[src/hdl/wdt_pkg.sv]
// constants shared by the watchdog timer control block
package wdt_pkg;
	localparam logic [11:0] WDT_CTRL_OFFS    = 12'h000;
	localparam logic [11:0] WDT_IRQ_STAT_OFFS = 12'h004;
	localparam logic [11:0] WDT_IRQ_MASK_OFFS = 12'h008;
	localparam logic [11:0] WDT_INSTR_OFFS   = 12'h00c;
	localparam int          WDT_PRE_MSB      = 7;
	localparam int          WDT_PRE_LSB      = 4;
	localparam int          WDT_IRS_BIT      = 3;
	localparam int          WDT_TSF_BIT      = 2;
	localparam int          WDT_EN_BIT       = 1;
	localparam int          WDT_WP_BIT       = 0;
	localparam logic [7:0]  WDT_CTRL_RST     = 8'h00;
	localparam logic [3:0]  WDT_PRE_IMM      = 4'h8;
	localparam int          WDT_CLK_HZ       = 50000000;
	localparam int          WDT_BASE_US      = 15625;
	localparam int          WDT_BASE_CYC     =
		(WDT_BASE_US * (WDT_CLK_HZ / 1000000));
	localparam int          WDT_TMO_NUM      = 8;
endpackage

[src/hdl/wdt_tick.sv]
// divider giving one-cycle base tick pulses
`timescale 1ns/1ns
module wdt_tick
	import wdt_pkg::*;
#(
	parameter int BASE_CYC = WDT_BASE_CYC
) (
	input  wire logic clk,
	input  wire logic sys_rst,
	input  wire logic restart,
	output logic      tick
);
	initial begin
		if (BASE_CYC < 1) $error("base count must be positive");
	end
	logic [31:0] cnt_q;
	always_ff @(posedge clk or posedge sys_rst) begin
		if (sys_rst) begin
			cnt_q <= 32'h0;
			tick  <= 1'b0;
		end else if (restart) begin
			cnt_q <= 32'h0;
			tick  <= 1'b0;
		end else if (cnt_q == 32'(BASE_CYC - 1)) begin
			cnt_q <= 32'h0;
			tick  <= 1'b1;
		end else begin
			cnt_q <= cnt_q + 32'h1;
			tick  <= 1'b0;
		end
	end
endmodule

[src/hdl/wdt_period.sv]
// counts base ticks up to the selected period
`timescale 1ns/1ns
module wdt_period
	import wdt_pkg::*;
(
	input  wire logic       clk,
	input  wire logic       sys_rst,
	input  wire logic       restart,
	input  wire logic       tick,
	input  wire logic [3:0] presc,
	output logic            expired
);
	logic [7:0] ticks_q;
	logic [7:0] limit;
	// code n lasts 2^n base ticks; codes 0..7 only
	assign limit = 8'(8'h1 << presc[2:0]);
	always_ff @(posedge clk or posedge sys_rst) begin
		if (sys_rst) begin
			ticks_q <= 8'h0;
			expired <= 1'b0;
		end else if (restart) begin
			ticks_q <= 8'h0;
			expired <= 1'b0;
		end else if (tick) begin
			if (ticks_q == limit - 8'h1) begin
				ticks_q <= 8'h0;
				expired <= 1'b1;
			end else begin
				ticks_q <= ticks_q + 8'h1;
				expired <= 1'b0;
			end
		end else begin
			expired <= 1'b0;
		end
	end
endmodule

[src/hdl/wdt_ctrl.sv]
// watchdog timer control with its register and apb slave
//
// Functional notes
// - code 1000 resets at once; 0110/0111 are 1000/2000 ms; above reserved
// - bit 3 set: expiry raises an interrupt instead of a reset
// - the watchdog interrupt ignores the global interrupt enable
// - the watchdog interrupt always uses the fixed high priority level
// - every timeout sets the status flag at bit 2
// - status flag clears by writing zero or hardware reset only
// - writing one to enable bit 1 enables and restarts the counters
// - without refresh before the period ends, reset or interrupt follows
// - enable clears on zero write, watchdog reset, hardware reset, supply
// - control write works only right after the write-permission bit set
// - writing 72h enables the watchdog with a 2.0 s period
`timescale 1ns/1ns
module wdt_ctrl
	import wdt_pkg::*;
#(
	parameter int BASE_CYC = WDT_BASE_CYC
) (
	input  wire logic        clk,
	input  wire logic        sys_rst,
	input  wire logic        psel,
	input  wire logic        penable,
	input  wire logic        pwrite,
	input  wire logic [11:0] paddr,
	input  wire logic [31:0] pwdata,
	output logic [31:0]      prdata,
	output logic             pready,
	output logic             pslverr,
	input  wire logic        supplyMonitorIrq,
	output logic             dogReset,
	output logic             dogIrq,
	output logic             dogIrqHighPrio,
	output logic             irq
);
	initial begin
		if (BASE_CYC < 1) $error("base count must be positive");
	end

	////////////////////////////////////////////////////////////////////////
	// bus decode
	logic       acc;
	logic       wrCtrl;
	logic       wrStat;
	logic       wrMask;
	logic       wrInstr;
	logic [7:0] wdata;
	assign acc   = psel & penable & pready;
	assign wdata = pwdata[7:0];
	always_comb begin
		wrCtrl  = 1'b0;
		wrStat  = 1'b0;
		wrMask  = 1'b0;
		wrInstr = 1'b0;
		if (acc && pwrite && paddr == WDT_CTRL_OFFS) begin
			wrCtrl = 1'b1;
		end else if (acc && pwrite && paddr == WDT_IRQ_STAT_OFFS) begin
			wrStat = 1'b1;
		end else if (acc && pwrite && paddr == WDT_IRQ_MASK_OFFS) begin
			wrMask = 1'b1;
		end else if (acc && pwrite && paddr == WDT_INSTR_OFFS) begin
			wrInstr = 1'b1;
		end
	end

	////////////////////////////////////////////////////////////////////////
	// control register
	logic [3:0] presc_q;
	logic       irqSel_q;
	logic       tsf_q;
	logic       en_q;
	logic       wp_q;
	logic       wpSet;
	logic       immCode;
	logic       rstEvt;
	logic       irqEvt;
	logic       allowed;
	logic       expired;
	logic       immReset;
	logic       restart;
	logic       tick;
	logic       timeout;
	logic       instrDone;
	// any bus access counts as the instruction after the permission step
	assign instrDone = acc;
	assign wpSet     = wrCtrl & wdata[WDT_WP_BIT] & ~wp_q;
	assign allowed   = wrCtrl & wp_q;
	assign restart   = (allowed & wdata[WDT_EN_BIT]) | ~en_q;
	assign immCode   = (presc_q == WDT_PRE_IMM);
	assign immReset  = en_q & immCode;
	assign timeout   = en_q & (expired | immCode);
	// code 1000 always resets, whatever the response select says
	assign rstEvt    = timeout & (~irqSel_q | immCode);
	assign irqEvt    = timeout & irqSel_q & ~immCode;

	always_ff @(posedge clk or posedge sys_rst) begin
		if (sys_rst) begin
			wp_q <= WDT_CTRL_RST[WDT_WP_BIT];
		end else if (wpSet) begin
			wp_q <= 1'b1;
		end else if (wp_q && instrDone) begin
			wp_q <= 1'b0;
		end else if (wrInstr) begin
			wp_q <= 1'b0;
		end
	end

	always_ff @(posedge clk or posedge sys_rst) begin
		if (sys_rst) begin
			presc_q  <= WDT_CTRL_RST[WDT_PRE_MSB:WDT_PRE_LSB];
			irqSel_q <= WDT_CTRL_RST[WDT_IRS_BIT];
		end else if (allowed) begin
			presc_q  <= wdata[WDT_PRE_MSB:WDT_PRE_LSB];
			irqSel_q <= wdata[WDT_IRS_BIT];
		end
	end

	always_ff @(posedge clk or posedge sys_rst) begin
		if (sys_rst) begin
			en_q <= WDT_CTRL_RST[WDT_EN_BIT];
		end else if (supplyMonitorIrq) begin
			en_q <= 1'b0;
		end else if (rstEvt) begin
			en_q <= 1'b0;
		end else if (allowed) begin
			en_q <= wdata[WDT_EN_BIT];
		end
	end

	// set wins over a clearing write in the same cycle
	always_ff @(posedge clk or posedge sys_rst) begin
		if (sys_rst) begin
			tsf_q <= WDT_CTRL_RST[WDT_TSF_BIT];
		end else if (timeout) begin
			tsf_q <= 1'b1;
		end else if (allowed && !wdata[WDT_TSF_BIT]) begin
			tsf_q <= 1'b0;
		end
	end

	////////////////////////////////////////////////////////////////////////
	// timebase
	wdt_tick #(
		.BASE_CYC(BASE_CYC)
	) u_tick (
		.clk    (clk),
		.sys_rst(sys_rst),
		.restart(restart),
		.tick   (tick)
	);

	wdt_period u_period (
		.clk    (clk),
		.sys_rst(sys_rst),
		.restart(restart),
		.tick   (tick),
		.presc  (presc_q),
		.expired(expired)
	);

	////////////////////////////////////////////////////////////////////////
	// response outputs
	// the watchdog interrupt bypasses the global enable, so no gate here
	always_ff @(posedge clk or posedge sys_rst) begin
		if (sys_rst) begin
			dogReset       <= 1'b0;
			dogIrq         <= 1'b0;
			dogIrqHighPrio <= 1'b0;
		end else begin
			dogReset       <= rstEvt;
			dogIrq         <= irqEvt;
			dogIrqHighPrio <= irqEvt;
		end
	end

	////////////////////////////////////////////////////////////////////////
	// interrupt status and mask
	logic [1:0] stat_q;
	logic [1:0] mask_q;
	logic [1:0] evt;
	assign evt = {rstEvt, irqEvt};
	always_ff @(posedge clk or posedge sys_rst) begin
		if (sys_rst) begin
			stat_q <= 2'h0;
		end else if (wrStat) begin
			stat_q <= (stat_q & ~wdata[1:0]) | evt;
		end else begin
			stat_q <= stat_q | evt;
		end
	end
	always_ff @(posedge clk or posedge sys_rst) begin
		if (sys_rst) begin
			mask_q <= 2'h0;
		end else if (wrMask) begin
			mask_q <= wdata[1:0];
		end
	end
	always_ff @(posedge clk or posedge sys_rst) begin
		if (sys_rst) begin
			irq <= 1'b0;
		end else begin
			irq <= |(stat_q & mask_q);
		end
	end

	////////////////////////////////////////////////////////////////////////
	// apb read path, no wait states
	logic [7:0] ctrlRd;
	assign ctrlRd = {presc_q, irqSel_q, tsf_q, en_q, wp_q};
	always_ff @(posedge clk or posedge sys_rst) begin
		if (sys_rst) begin
			pready  <= 1'b0;
			prdata  <= 32'h0;
			pslverr <= 1'b0;
		end else if (psel && !penable) begin
			pready  <= 1'b1;
			pslverr <= 1'b0;
			prdata  <= 32'h0;
			if (paddr == WDT_CTRL_OFFS) begin
				prdata <= {24'h0, ctrlRd};
			end else if (paddr == WDT_IRQ_STAT_OFFS) begin
				prdata <= {30'h0, stat_q};
			end else if (paddr == WDT_IRQ_MASK_OFFS) begin
				prdata <= {30'h0, mask_q};
			end else if (paddr == WDT_INSTR_OFFS) begin
				prdata <= 32'h0;
			end else begin
				pslverr <= 1'b1;
			end
		end else begin
			pready  <= 1'b0;
			pslverr <= 1'b0;
		end
	end
endmodule

[config.mk]
export PLATFORM = sky130hd
export DESIGN_NAME = wdt_ctrl
export DESIGN_NICKNAME = d
export VERILOG_FILES = /design/src/hdl/wdt_pkg.sv /design/src/hdl/wdt_tick.sv /design/src/hdl/wdt_period.sv /design/src/hdl/wdt_ctrl.sv
export SDC_FILE = /design/constraint.sdc
export NUM_CORES = 1
export LEC_CHECK = 0
export ABC_CLOCK_PERIOD_IN_PS = 2400
export BUFFER_PORTS_ARGS = -buffer_cell sky130_fd_sc_hd__buf_2
export CAP_MARGIN = 20
export CORE_MARGIN = 4
export CORE_UTILIZATION = 56
export CTS_BUF_LIST = sky130_fd_sc_hd__clkbuf_8
export CTS_CLUSTER_SIZE = 12
export DETAILED_ROUTE_END_ITERATION = 8
export PLACE_DENSITY = 0.82
export SKIP_LAST_GASP = 1
export SLEW_MARGIN = 15
export SYNTH_ARGS = -nofsm -noshare
export SYNTH_HDL_FRONTEND = slang
export SYNTH_HIERARCHICAL = 1
export SYNTH_SLANG_ARGS = --single-unit
[constraint.sdc]
create_clock -name clk -period 2.4 [get_ports clk]
set_input_delay 0.12 -clock clk [delete_from_list [all_inputs] [get_ports clk]]
set_output_delay 0.12 -clock clk [all_outputs]
set_load 0.005 [all_outputs]
After elaboration in Yosys (flattened, before gate mapping)
Cells that the tools add are included.
{ "op_classes": {"div_mod_pow": 0, "muxes": 38, "order_cmp": 0, "n_eq_ne": 6, "shift": 1, "reduce_logical": 16, "mul": 0, "bitwise_logic": 22, "n_addsub": 3} }
{ "op_table": {"columns": ["operator", "n"], "rows": [
  ["$mux W32", 2],
  ["$add A32 B1 Y32 const B", 1],
  ["$eq A32 B20 Y1 const B", 1],
  ["$mux W8", 4],
  ["$mux W1", 29],
  ["$eq A12 B4 Y1 const B", 2],
  ["$eq A12 B3 Y1 const B", 1],
  ["$logic_not A12 Y1", 1],
  ["$and A1 B1 Y1", 10],
  ["$add A8 B1 Y8 const B", 1],
  ["$eq A8 B8 Y1", 1],
  ["$logic_and A1 B1 Y1", 8],
  ["$shl A1 B3 Y8 const A", 1],
  ["$sub A8 B1 Y8 const B", 1],
  ["$mux W2", 3],
  ["$reduce_bool A3 Y1", 2],
  ["$and A2 B2 Y2", 2],
  ["$eq A4 B4 Y1 const B", 1],
  ["$not A1 Y1", 4],
  ["$or A2 B2 Y2", 2],
  ["$reduce_bool A2 Y1", 2],
  ["$or A1 B1 Y1", 3],
  ["$logic_not A1 Y1", 2],
  ["$not A2 Y2", 1],
  ["$reduce_or A2 Y1", 1]
]} }
{ "word_totals": {"mem_count": 0, "latchBits": 0, "output_inout_bits": 38, "ram_bits": 0, "inputBits": 50, "romBits": 0, "word_cells": 103, "reg_bits": 91} }

Logic depth before layout (Yosys ltp)
Gate-level depths: netlist (run 1).
{ "depth": {"depth_word": 11, "ltp_mapped": 9, "depth_no_buf": 7} }

Cells and area by module
Netlist (run 1), hierarchy kept.
{ "modules_own_cells": {"columns": ["module", "area_per_inst_um2", "instances", "cells_per_inst", "seq_area_each_um2"], "rows": [
  ["wdt_tick", 1841.8, 1, 199, 825.8],
  ["wdt_ctrl", 1327.5, 1, 119, 625.6],
  ["wdt_period", 659.4, 1, 73, 225.2]
]} }

Worst setup path before layout (run 1)
No wires, ideal clock.
{ "synth_timing": {"path_type": "reg-to-reg", "start": "register pready", "end": "register u_tick.cnt_q[2]", "stages_incl_launch_ff": 9, "path_buffers": 1, "arrival_ns": 1.885, "period_less_slack_ns": 2.007, "setup_slack_ns": 0.393, "setup_time_ns": 0.122, "path_cell_list": "dfrtp_1 -> nand4_1 -> nor2_4 -> nand3_4 -> o21ai_0 -> inv_1 -> o31ai_1 -> buf_2 -> nor2_1"} }
{ "synth_via": {"elab_chain_len": 8} }
{ "synth_lines": {"columns": ["item", "line_no", "rtl"], "rows": [
  ["from (decl)", "wdt_ctrl.sv:29", "output logic pready,"],
  ["from (signal assigned)", "wdt_ctrl.sv:213", "pready <= 1'b0;"],
  ["from (signal assigned)", "wdt_ctrl.sv:217", "pready <= 1'b1;"],
  ["from (signal assigned)", "wdt_ctrl.sv:232", "pready <= 1'b0;"],
  ["$and A1 B1 Y1", "wdt_ctrl.sv:49", "assign acc = psel & penable & pready;"],
  ["$logic_and A1 B1 Y1 (2 in series)", "wdt_ctrl.sv:56", "if (acc && pwrite && paddr == WDT_CTRL_OFFS) begin"],
  ["$mux W1", "wdt_ctrl.sv:56", null],
  ["$and A1 B1 Y1", "wdt_ctrl.sv:88", "assign allowed = wrCtrl & wp_q;"],
  ["$and A1 B1 Y1", "wdt_ctrl.sv:89", "assign restart = (allowed & wdata[WDT_EN_BIT]) | ~en_q;"],
  ["$or A1 B1 Y1", "wdt_ctrl.sv:89", null],
  ["net restart", "wdt_ctrl.sv:81", "logic restart;"],
  ["$mux W32", "wdt_tick.sv:21", "end else if (restart) begin"],
  ["to (signal assigned)", "wdt_tick.sv:28", "cnt_q <= cnt_q + 32'h1;"],
  ["to (decl)", "wdt_tick.sv:16", "logic [31:0] cnt_q;"]
]} }
The timed path passes the listed nets, and every way through them passes these cells.
A chain may end at the register's enable or synchronous reset.

Worst setup path in the final report (run 1)
{ "layout_timing": {"start": "register u_tick.cnt_q[27]", "end": "register u_tick.cnt_q[2]"} }
{ "layout_via": {"elab_chain_len": 3} }
{ "layout_lines": {"columns": ["item", "line_no", "rtl"], "rows": [
  ["$eq A32 B20 Y1", "wdt_tick.sv:24", "end else if (cnt_q == 32'(BASE_CYC - 1)) begin"],
  ["$mux W32", "wdt_tick.sv:24", null],
  ["$mux W32", "wdt_tick.sv:21", null]
]} }
No other way between the ends.

==> flow_summary.yaml, run 1 <==
sta:
  layout_min_cycle_time_ns: 2.098
  worst_slack_ns: 0.3019
  timing.setup.tns_ns: 0
  rsz0062_at_grt: "no"
  timing.slew.headroom_pct: 39.01
  slew_viol_final: 0
  hold_viol_final: 0
  min_period_over_period_pct: 87.42
  max_freq_ghz: 0.4766
  tightestPinTransition_ns: 0.9138
  setup_violations: 0
  fin_skew_ns: 0.007503
worst_setup_path:
  worstPathArrival_ns: 2.32
  start_kind: "flip-flop"
  critPathMaxFanout: 23
  critPathRequiredTime_ns: 2.63
  endpoint_kind: "flip-flop"
  critPathKind: "flip-flop to flip-flop"
logic_synthesis:
  synth.ff_latch_count: 67
  synth-edff-count: 0
  syn_inst: 391
  synth_async_sr_flop_share_pct: 100.0
  syn-cell-area_mm2: 0.003829
  synth_cell_types: 66
  ys.flop_type: "dfrtp_1"
  yosys_warnings: 6
  ys_seq_area_share_pct: 43.79
  avgSynthCellArea_um2: 9.792
drt:
  drtPass1Iterations: 4
  wl_per_cell_um: 15.63
  route.detailed.drc: 0
  vias: 3053
  drtAntennaViolNets: 0
  vias_per_cell: 5.940
  drtIter0Drc: 154
  finalWirelength_um: 8033
cells_and_area:
  syn_to_final_growth_pct: 10.85
  num-fill-cells: 521
  design_area_mm2: 0.004244
  nNetsFinal: 485
  drive_gt1_share_pct: 22.43
  num_antenna_cells: 0
  fin_util_pct: 65.34
  final_cells: 514
placed_design:
  io_buffers: 39
  dpl-instance-area_mm2: 0.003991
  dp_slack_ns: 0.3015
  globalplace.congestion: 0.7788
  place_hpwl_um: 5674
  dp_cells: 494
global_routing:
  antenna_found_initial: 0
  grt_overflow: 0
  grt_pass1_wl_um: 13850
  grt_max_degree: 26
  first_global_vias: 2964
  grt_util_all_layers_pct: 20.63
clock_tree:
  clkTransAtPathRegs_ns: 0.07
  cts.repair.resized: 0
  clockBufferDepth: 2
  clock-root-buffer: "clkbuf_8"
  cts_sinks: 67
  cts_buffers: 9
  h-tree-depth: 3
  cts_tree: "done"
  clk_latency_ns: 0.35
floorplan:
  die_h_um: 90.69
  die_w_um: 90.69
  num_rows: 29
  start_util_pct: 58.95
  fp.coreArea_mm2: 0.006495
  io_pins: 88
  dieArea_mm2: 0.008224
pwr:
  leakagePower_nw: 1.817
  ir_drop_uv: 565.0
  power.density_mw_per_mm2: 515.2
hold_path:
  hp-class: "input pin to flip-flop"
job:
  drv_cap: 0
outcome:
  status: "finished, final reports clean"
through the flow:
stage,hold WS [ns],power [mW]
4_1_cts,0.002458,2.213
3_3_place_gp,0.1299,1.231
3_5_place_dp,0.1300,1.232
2_1_floorplan,-0.05208,1.225
5_1_grt,0.007440,2.279
6_report,0.01956,2.186
path summary, 6_finish.rpt:
kind                                       start             endpoint  slack, ns  cells after the start
min in group asynchronous                sys_rst  u_period/ticks_q[5]       0.33                      3
worst max register to register  u_tick/cnt_q[27]      u_tick/cnt_q[2]       0.30                      5
worst max-delay path            u_tick/cnt_q[27]      u_tick/cnt_q[2]       0.30                      5
max in group asynchronous                sys_rst             dogReset       1.27                      3
worst min register to register         prdata[0]            prdata[0]       0.48                      2
worst min-delay path                   pwdata[3]             irqSel_q       0.02                      2
timing repair:
| action | CTS | global route |
|---|---|---|
| hold endpoints to repair | 21 | 1 |
| hold buffers | 3 | 1 |
| buffers inserted | 0 | 0 |
state kept, by name, summed over array words and instances, names as in the netlist:
name	flops
presc_q	4
u_period/expired	1
u_period/ticks_q	8
pslverr	1
wp_q	1
u_tick/tick	1
u_tick/cnt_q	32
dogIrqHighPrio	1
irq	1
stat_q	2
irqSel_q	1
prdata	8
tsf_q	1
dogReset	1
pready	1
en_q	1
mask_q	2
synth_stat cells (all sizes together) (10+ instances only):
master	number	area share, %
dfrtp	67	44
buf	33	6.3
nand2	23	2.3
nor2	23	2.5
a21oi	21	2.8
nand3	20	3.1
o21ai	20	2.6
nand4	16	3.0
or4	16	3.7
inv	15	1.5
or3	13	2.2
o31ai	11	2.2
clkbuf	10	1.1
worst max-delay path: stages (launching register included):
cell	delay, ns
dfrtp_1	0.43
or4_1	0.51
or3_1	0.37
o31ai_4	0.27
buf_4	0.30
nor2_1	0.09
cells in the final DEF (no fill, tap or decap), drive strengths merged, types with 8 or more instances in the layout:
master	n
o31ai	11
o21ai	20
inv	15
clkbuf	11
nor2	23
buf	46
a21oi	21
conb	24
and3	8
dfrtp	67
nand4	16
nand3	20
nand2	23
or3	13
or4	16
nor4	9
power by group:
| part | total, mW | internal (mW) | switching (mW) |
|---|---|---|---|
| registers | 1.13 | 1.13 | 0.000926 |
| clock network | 0.971 | 0.537 | 0.433 |
| logic | 0.0845 | 0.0280 | 0.0566 |
| total | 2.19 | 1.70 | 0.491 |
layer usage:
metal  track usage, %  wire [µm]  up-vias  part of all wire (%)
met5                0          0        -                     0
met1            24.65       3417     1478                    43
met4            7.015        121        0                   1.5
met3            6.333        461       11                   5.7
met2            35.21       4032       87                    50
li1                 -          -     1477                     -
cells by family after synthesis:
family | synth area share [%]
flip-flops | 43.79
multiplexers | 2.582
adder cells (fa/ha/maj) | 0.9805
other | 0.09795
AND/OR/NAND/NOR | 26.70
AO/OA/AOI/OAI | 14.28
buffers and inverters | 8.823
XOR/XNOR | 2.745
final cells by class:
cell class              instances  area (µm²)  area share (%)
multi-input cells             289        1914           45.11
flip-flops and latches         67        1677           39.50
repair buffers                 50       287.8           6.781
clock buffers                  11       151.4           3.567
well taps                      77       96.34           2.270
clock inverters                 5       61.31           1.445
inverters                      15       56.30           1.327
Power figures use the tool's default switching activity.
==> run 2: changes to the inputs <==
BUFFER_PORTS_ARGS = -buffer_cell sky130_fd_sc_hd__clkbuf_2   (was -buffer_cell sky130_fd_sc_hd__buf_2)
==> run 2 against run 1 <==
  * Die area stayed put
  * Wire length fell by 1.6%
  * Maximum frequency about the same
  * Sequential cell count is the same
  * Worst setup slack gained 0.0012 ns
  * Via count is essentially flat
  * Count of clock-buffer cells in the layout decreased by 2
  * Global-route usage fell by 0.29 points
  * Highest routed layer unchanged
==> flow_summary.yaml, run 2 (synthesized netlist as in run 1, its figures left out) <==
cells_and_area:
  largest_reg_flops: 32
  syn_to_final_growth_pct: 8.856
  final_common_cell: "dfrtp_1"
  top_register: "u_tick/cnt_q"
  mostFrequentLayoutCells: "67 x dfrtp_1, 39 x clkbuf_2, 24 x conb_1"
  fin_util_pct: 64.17
  reg_top3: "u_tick/cnt_q x32, prdata x8, u_period/ticks_q x8"
  nNetsFinal: 483
  drive_gt1_share_pct: 22.35
  num_antenna_cells: 0
worst_setup_path:
  r2r-start: "u_tick/cnt_q[27]"
  critPathKind: "flip-flop to flip-flop"
  endpoint_kind: "flip-flop"
  worstPathArrival_ns: 2.32
  critPathMaxFanout: 21
  reg2reg_slack_ns: 0.30
  reg2reg_depth: 5
  critPathRequiredTime_ns: 2.62
  reg2reg_to: "u_tick/cnt_q[9]"
  start_kind: "flip-flop"
floorplan:
  io_pins: 88
  num_rows: 29
  fp.coreArea_mm2: 0.006495
  die_h_um: 90.69
  dieArea_mm2: 0.008224
  die_w_um: 90.69
  start_util_pct: 58.95
sta:
  timing.setup.tns_ns: 0
  setup_violations: 0
  fin_skew_ns: 0.007060
  tightestPinTransition_ns: 0.9335
  rsz0062_at_grt: "no"
  slew_viol_final: 0
  worst_slack_ns: 0.3031
  hold_viol_final: 0
  max_freq_ghz: 0.4769
  timing.slew.headroom_pct: 37.70
  layout_min_cycle_time_ns: 2.097
  min_period_over_period_pct: 87.37
clock_tree:
  clkTransAtPathRegs_ns: 0.07
  cts.repair.resized: 0
  cts_sinks: 67
  post_cts_buffers: 0
  clk_latency_ns: 0.34
  cts_buffers: 9
  clockBufferDepth: 2
  ctsHoldBuffers: 1
  h-tree-depth: 3
  clock-root-buffer: "clkbuf_8"
  cts_tree: "done"
drt:
  drtPass1Iterations: 4
  drtIter0Drc: 216
  wl_per_cell_um: 15.46
  route.detailed.drc: 0
  vias_per_cell: 5.973
  drtAntennaViolNets: 0
  vias: 3052
  finalWirelength_um: 7901
pwr:
  combPwrFrac_pct: 4.1
  power.density_mw_per_mm2: 476.8
  ir_drop_uv: 393.0
  seqPwrFrac_pct: 56.9
  switching_share_pct: 23.69
  p_int_mw: 1.516
  netSwitchingPower_mw: 0.4707
  pwr-share-clk_pct: 38.9
  leakagePower_nw: 1.790
  finalPower_mw: 1.987
global_routing:
  first_global_vias: 2938
  grt_overflow: 0
  antenna_found_initial: 0
  grt_max_degree: 34
  grt_util_all_layers_pct: 20.35
  grt_pass1_wl_um: 13800
hold_path:
  min_from: "pwdata[5]"
  holdPathEnd: "presc_q[1]"
  hp-class: "input pin to flip-flop"
  min_path_cells: 2
placed_design:
  dp_slack_ns: 0.2995
  place_hpwl_um: 5570
  io_buffers: 39
  globalplace.congestion: 0.7956
outcome:
  status: "finished, final reports clean"
job:
  drv_cap: 0
[run 2: worst max path at each step]
stage	cells past startpoint	from	to
6_report	5	u_tick/cnt_q[27]	u_tick/cnt_q[9]
5_1_grt	5	u_tick/cnt_q[0]	u_tick/cnt_q[16]
4_1_cts	5	u_tick/cnt_q[27]	u_tick/cnt_q[9]
3_5_place_dp	9	paddr[3]	u_tick/cnt_q[9]
2_1_floorplan	8	pready	u_tick/cnt_q[2]
3_3_place_gp	5	u_tick/cnt_q[27]	u_tick/cnt_q[16]
[run 2: through the flow]
stage | instances | hold WS, ns | instance area, µm²
2_1_floorplan | 414 | -0.05208 | 3915
3_3_place_gp | 495 | 0.1202 | 3999
3_5_place_dp | 495 | 0.1196 | 3999
4_1_cts | 511 | 0.008352 | 4168
5_1_grt | 511 | 0.01157 | 4168
6_report | 511 | 0.02306 | 4168
[run 2: power by group through the flow]
stage	Combinational (mW)	Sequential, mW	Clock (mW)
after CTS	0.0820	1.13	0.797
after floorplan	0.0718	1.15	0
final	0.0818	1.13	0.774
after global placement	0.0790	1.15	0
after detailed placement	0.0801	1.15	0
after global routing	0.0929	1.13	0.853
[run 2: per-layer routing]
| metal | vias to the layer above | GRT usage (%) | wire, µm |
|---|---|---|---|
| met4 | 0 | 6.633 | 81 |
| met5 | - | 0 | 0 |
| met2 | 95 | 32.49 | 3797 |
| li1 | 1482 | - | - |
| met3 | 7 | 5.167 | 479 |
| met1 | 1468 | 27.08 | 3542 |
[run 2: cell type report]
type	instances	area, µm²
Sequential cell	67	1677
Tap cell	77	96.34
Clock inverter	6	35.03
Timing Repair Buffer	48	265.3
Multi-Input combinational cell	289	1914
Fill cell	521	2327
Inverter	15	56.30
Clock buffer	9	123.9
[run 2: critical path: stages (launching register included)]
cell and delay (ns):
dfrtp_1 0.42, or4_1 0.53, or3_1 0.38, o31ai_4 0.27, buf_4 0.29, nor2_1 0.09
==> run 3: changes to the inputs <==
ABC_AREA = 1   (was unset)
BUFFER_PORTS_ARGS = -buffer_cell sky130_fd_sc_hd__buf_2   (was -buffer_cell sky130_fd_sc_hd__clkbuf_2)
CORE_UTILIZATION = 57   (was 56)
PLACE_DENSITY = 0.83   (was 0.82)
==> run 3 against run 2 <==
  * Synthesized cell count increased by 49%
  * First-iteration DRC count decreased by 13%
  * Largest power group unchanged
  * Maximum frequency increased by 3.2%
  * Core utilization increased by 0.54 points
  * Cell area increased by 12%
==> flow_summary.yaml, run 3 <==
outcome:
  status: "finished, final reports clean"
cells_and_area:
  drive_gt1_share_pct: 18.01
  largest_reg_flops: 32
  num_antenna_cells: 0
  reg_top3: "u_tick/cnt_q x32, prdata x8, u_period/ticks_q x8"
  final_common_cell: "nand2_1"
  fin_util_pct: 64.71
  nNetsFinal: 682
  mostFrequentLayoutCells: "162 x nand2_1, 96 x nor2_1, 68 x inv_1"
  syn_to_final_growth_pct: 10.65
  top_register: "u_tick/cnt_q"
  num-fill-cells: 631
logic_synthesis:
  yosys_warnings: 6
  ys_seq_area_share_pct: 39.74
  synth_async_sr_flop_share_pct: 100.0
  syn_inst: 583
  ys.flop_type: "dfrtp_1"
  yosysMostFrequentCell: "nand2_1"
  yosysTopAreaCell: "dfrtp_1"
  avgSynthCellArea_um2: 7.237
  synth-edff-count: 0
  synth_cell_types: 32
  synth_area_leaders: "dfrtp_1 40%, nand2_1 14%, nor2_1 8.5%, inv_1 6.0%, buf_4 4.4%"
  yosys-top-cells-count: "162 x nand2_1, 96 x nor2_1, 68 x inv_1, 67 x dfrtp_1, 36 x nand3_1"
  syn-cell-area_mm2: 0.004219
  synth_top_area_share_pct: 39.74
  synth.ff_latch_count: 67
floorplan:
  die_h_um: 94.04
  fp.coreArea_mm2: 0.007214
  dieArea_mm2: 0.008843
  start_util_pct: 58.48
  io_pins: 88
  num_rows: 31
  die_w_um: 94.04
worst_setup_path:
  slowest_stage: "dlygate4sd3_1"
  r2r-start: "pready"
  critPathBufInv: 4
  crit_path_start: "penable"
  reg2reg_to: "u_period/ticks_q[0]"
  worstPathArrival_ns: 2.26
  crit_chain: "dlygate4sd3_1 > buf_2 > nand3_2 > nor2_4 > nand4_2 > o21ai_2 > inv_1 > nand2_1 > inv_1 > nand3_1 > o21ai_1"
  start_kind: "input pin"
  endpoint_kind: "flip-flop"
  cp.depth: 11
  path_common_cell: "inv_1"
  reg2reg_depth: 9
  critPathMaxFanout: 10
  worstSetupEndpoint: "u_period/ticks_q[0]"
  reg2reg_slack_ns: 0.41
  critPathRequiredTime_ns: 2.63
  crit_family: "buffers and inverters"
  critPathMaxStageDelay_ns: 0.52
  critPathKind: "input pin to flip-flop"
pwr:
  pwr-share-clk_pct: 46.0
  ir_drop_uv: 307.3
  switching_share_pct: 22.87
  netSwitchingPower_mw: 0.5366
  power.density_mw_per_mm2: 502.7
  p_int_mw: 1.810
  leakagePower_nw: 2.303
  seqPwrFrac_pct: 48.6
  combPwrFrac_pct: 5.5
clock_tree:
  clkTransAtPathRegs_ns: 0.07
  cts_buffers: 9
  cts_sinks: 67
  clock-root-buffer: "clkbuf_8"
  cts_tree: "done"
  clockBufferDepth: 2
  post_cts_buffers: 0
  h-tree-depth: 3
  clk_latency_ns: 0.35
global_routing:
  grt_use_met2_pct: 38.68
  grt_pass1_wl_um: 15350
  grt_overflow: 0
  antenna_found_initial: 0
  grt-busiest-layer: "met2"
  grtUsageMet3_pct: 3.766
  grt_max_degree: 34
  grt_util_all_layers_pct: 22.25
  met1_usage_pct: 27.50
  first_global_vias: 3522
drt:
  drtAntennaViolNets: 0
  vias: 3644
  finalWirelength_um: 9186
  route.detailed.drc: 0
  drtPass1Iterations: 5
  drtIter0Drc: 187
  wl_per_cell_um: 12.55
  vias_per_cell: 4.978
hold_path:
  min_path_cells: 3
  hp-class: "input pin to flip-flop"
  min_from: "pwdata[5]"
sta:
  tightestPinTransition_ns: 0.5191
  rsz0062_at_grt: "no"
  max_freq_ghz: 0.4923
  layout_min_cycle_time_ns: 2.031
  min_period_over_period_pct: 84.63
  hold_viol_final: 0
  fin_skew_ns: 0.008744
  timing.slew.headroom_pct: 65.39
  slew_viol_final: 0
  timing.setup.tns_ns: 0
  setup_violations: 0
placed_design:
  place_hpwl_um: 6913
  globalplace.congestion: 0.9357
  io_buffers: 39
job:
  drv_cap: 0
==> run 3: cell types whose count changed in the layout (fill, tap and decap cells not counted), moves of 15 or more <==
cell | previous run | this run
buf_2 | 0 | 39
nor2_1 | 22 | 96
nand2_1 | 22 | 162
clkbuf_2 | 39 | 0
inv_1 | 16 | 68
nand3_1 | 18 | 36
a21oi_1 | 20 | 5
o21ai_0 | 20 | 2
==> run 3: cell type report <==
class / instances / area (µm²) / share of cell area [%]
multi-input cells: 429 / 2082 / 44.60
flip-flops and latches: 67 / 1677 / 35.92
inverters: 76 / 285.3 / 6.111
repair buffers: 46 / 275.3 / 5.897
clock buffers: 11 / 151.4 / 3.243
well taps: 99 / 123.9 / 2.653
clock inverters: 4 / 73.82 / 1.581
==> run 3: per-layer routing <==
layer  routed length [µm]  share of wire (%)
met3                  519                5.6
met1                 3986                 43
met5                    0                  0
met2                 4537                 49
met4                  142                1.5
==> run 3: worst register-to-register path, cell delays in order, from the launching register on <==
cell     delay, ns
dfrtp_1       0.36
nand3_2       0.12
nor2_4        0.18
nand4_2       0.15
o21ai_2       0.46
inv_1         0.20
nand2_1       0.16
inv_1         0.10
nand3_1       0.09
o21ai_1       0.06
==> run 3: cell families (layout without fill, tap and decap cells) <==
family	count (synthesis)	in the layout	synth area share (%)
other	1	24	0.08888
AO/OA/AOI/OAI	30	30	4.419
XOR/XNOR	18	18	3.737
AND/OR/NAND/NOR	354	354	38.17
buffers and inverters	110	137	12.96
flip-flops	67	67	39.74
adder cells (fa/ha/maj)	3	3	0.8898
==> run 3: power groups by stage <==
| stage | clock [mW] | sequential (mW) | combinational [mW] |
|---|---|---|---|
| after global placement | 0 | 1.16 | 0.115 |
| after CTS | 1.09 | 1.14 | 0.124 |
| after floorplan | 0 | 1.16 | 0.105 |
| final | 1.08 | 1.14 | 0.128 |
| after detailed placement | 0 | 1.16 | 0.119 |
| after global routing | 1.15 | 1.14 | 0.147 |
==> run 3: worst min path at each step <==
stage	endpoint	slack (ns)
detailed placement	u_period/expired	0.14
floorplan	u_period/expired	-0.05
global placement	u_period/expired	0.12
global route	presc_q[3]	0.02
finish	presc_q[1]	0.02
CTS	presc_q[1]	0.01
==> run 3: repair_timing <==
| item | 4_1_cts | 5_1_grt |
|---|---|---|
| hold endpoints to repair | 44 | 0 |
| hold buffers | 3 | 0 |
| gates resized for setup | 0 | 0 |
==> run 3: metrics by stage <==
stage	std cells	power [mW]	area (µm²)	setup WS, ns	hold slack [ns]
5_1_grt	732	2.441	4668	0.2553	0.02403
2_1_floorplan	606	1.265	4305	0.5828	-0.05208
4_1_cts	731	2.354	4641	0.3899	0.01232
6_report	732	2.347	4668	0.3688	0.01920
3_5_place_dp	713	1.281	4385	0.3871	0.1352
3_3_place_gp	713	1.277	4385	0.4737	0.1195
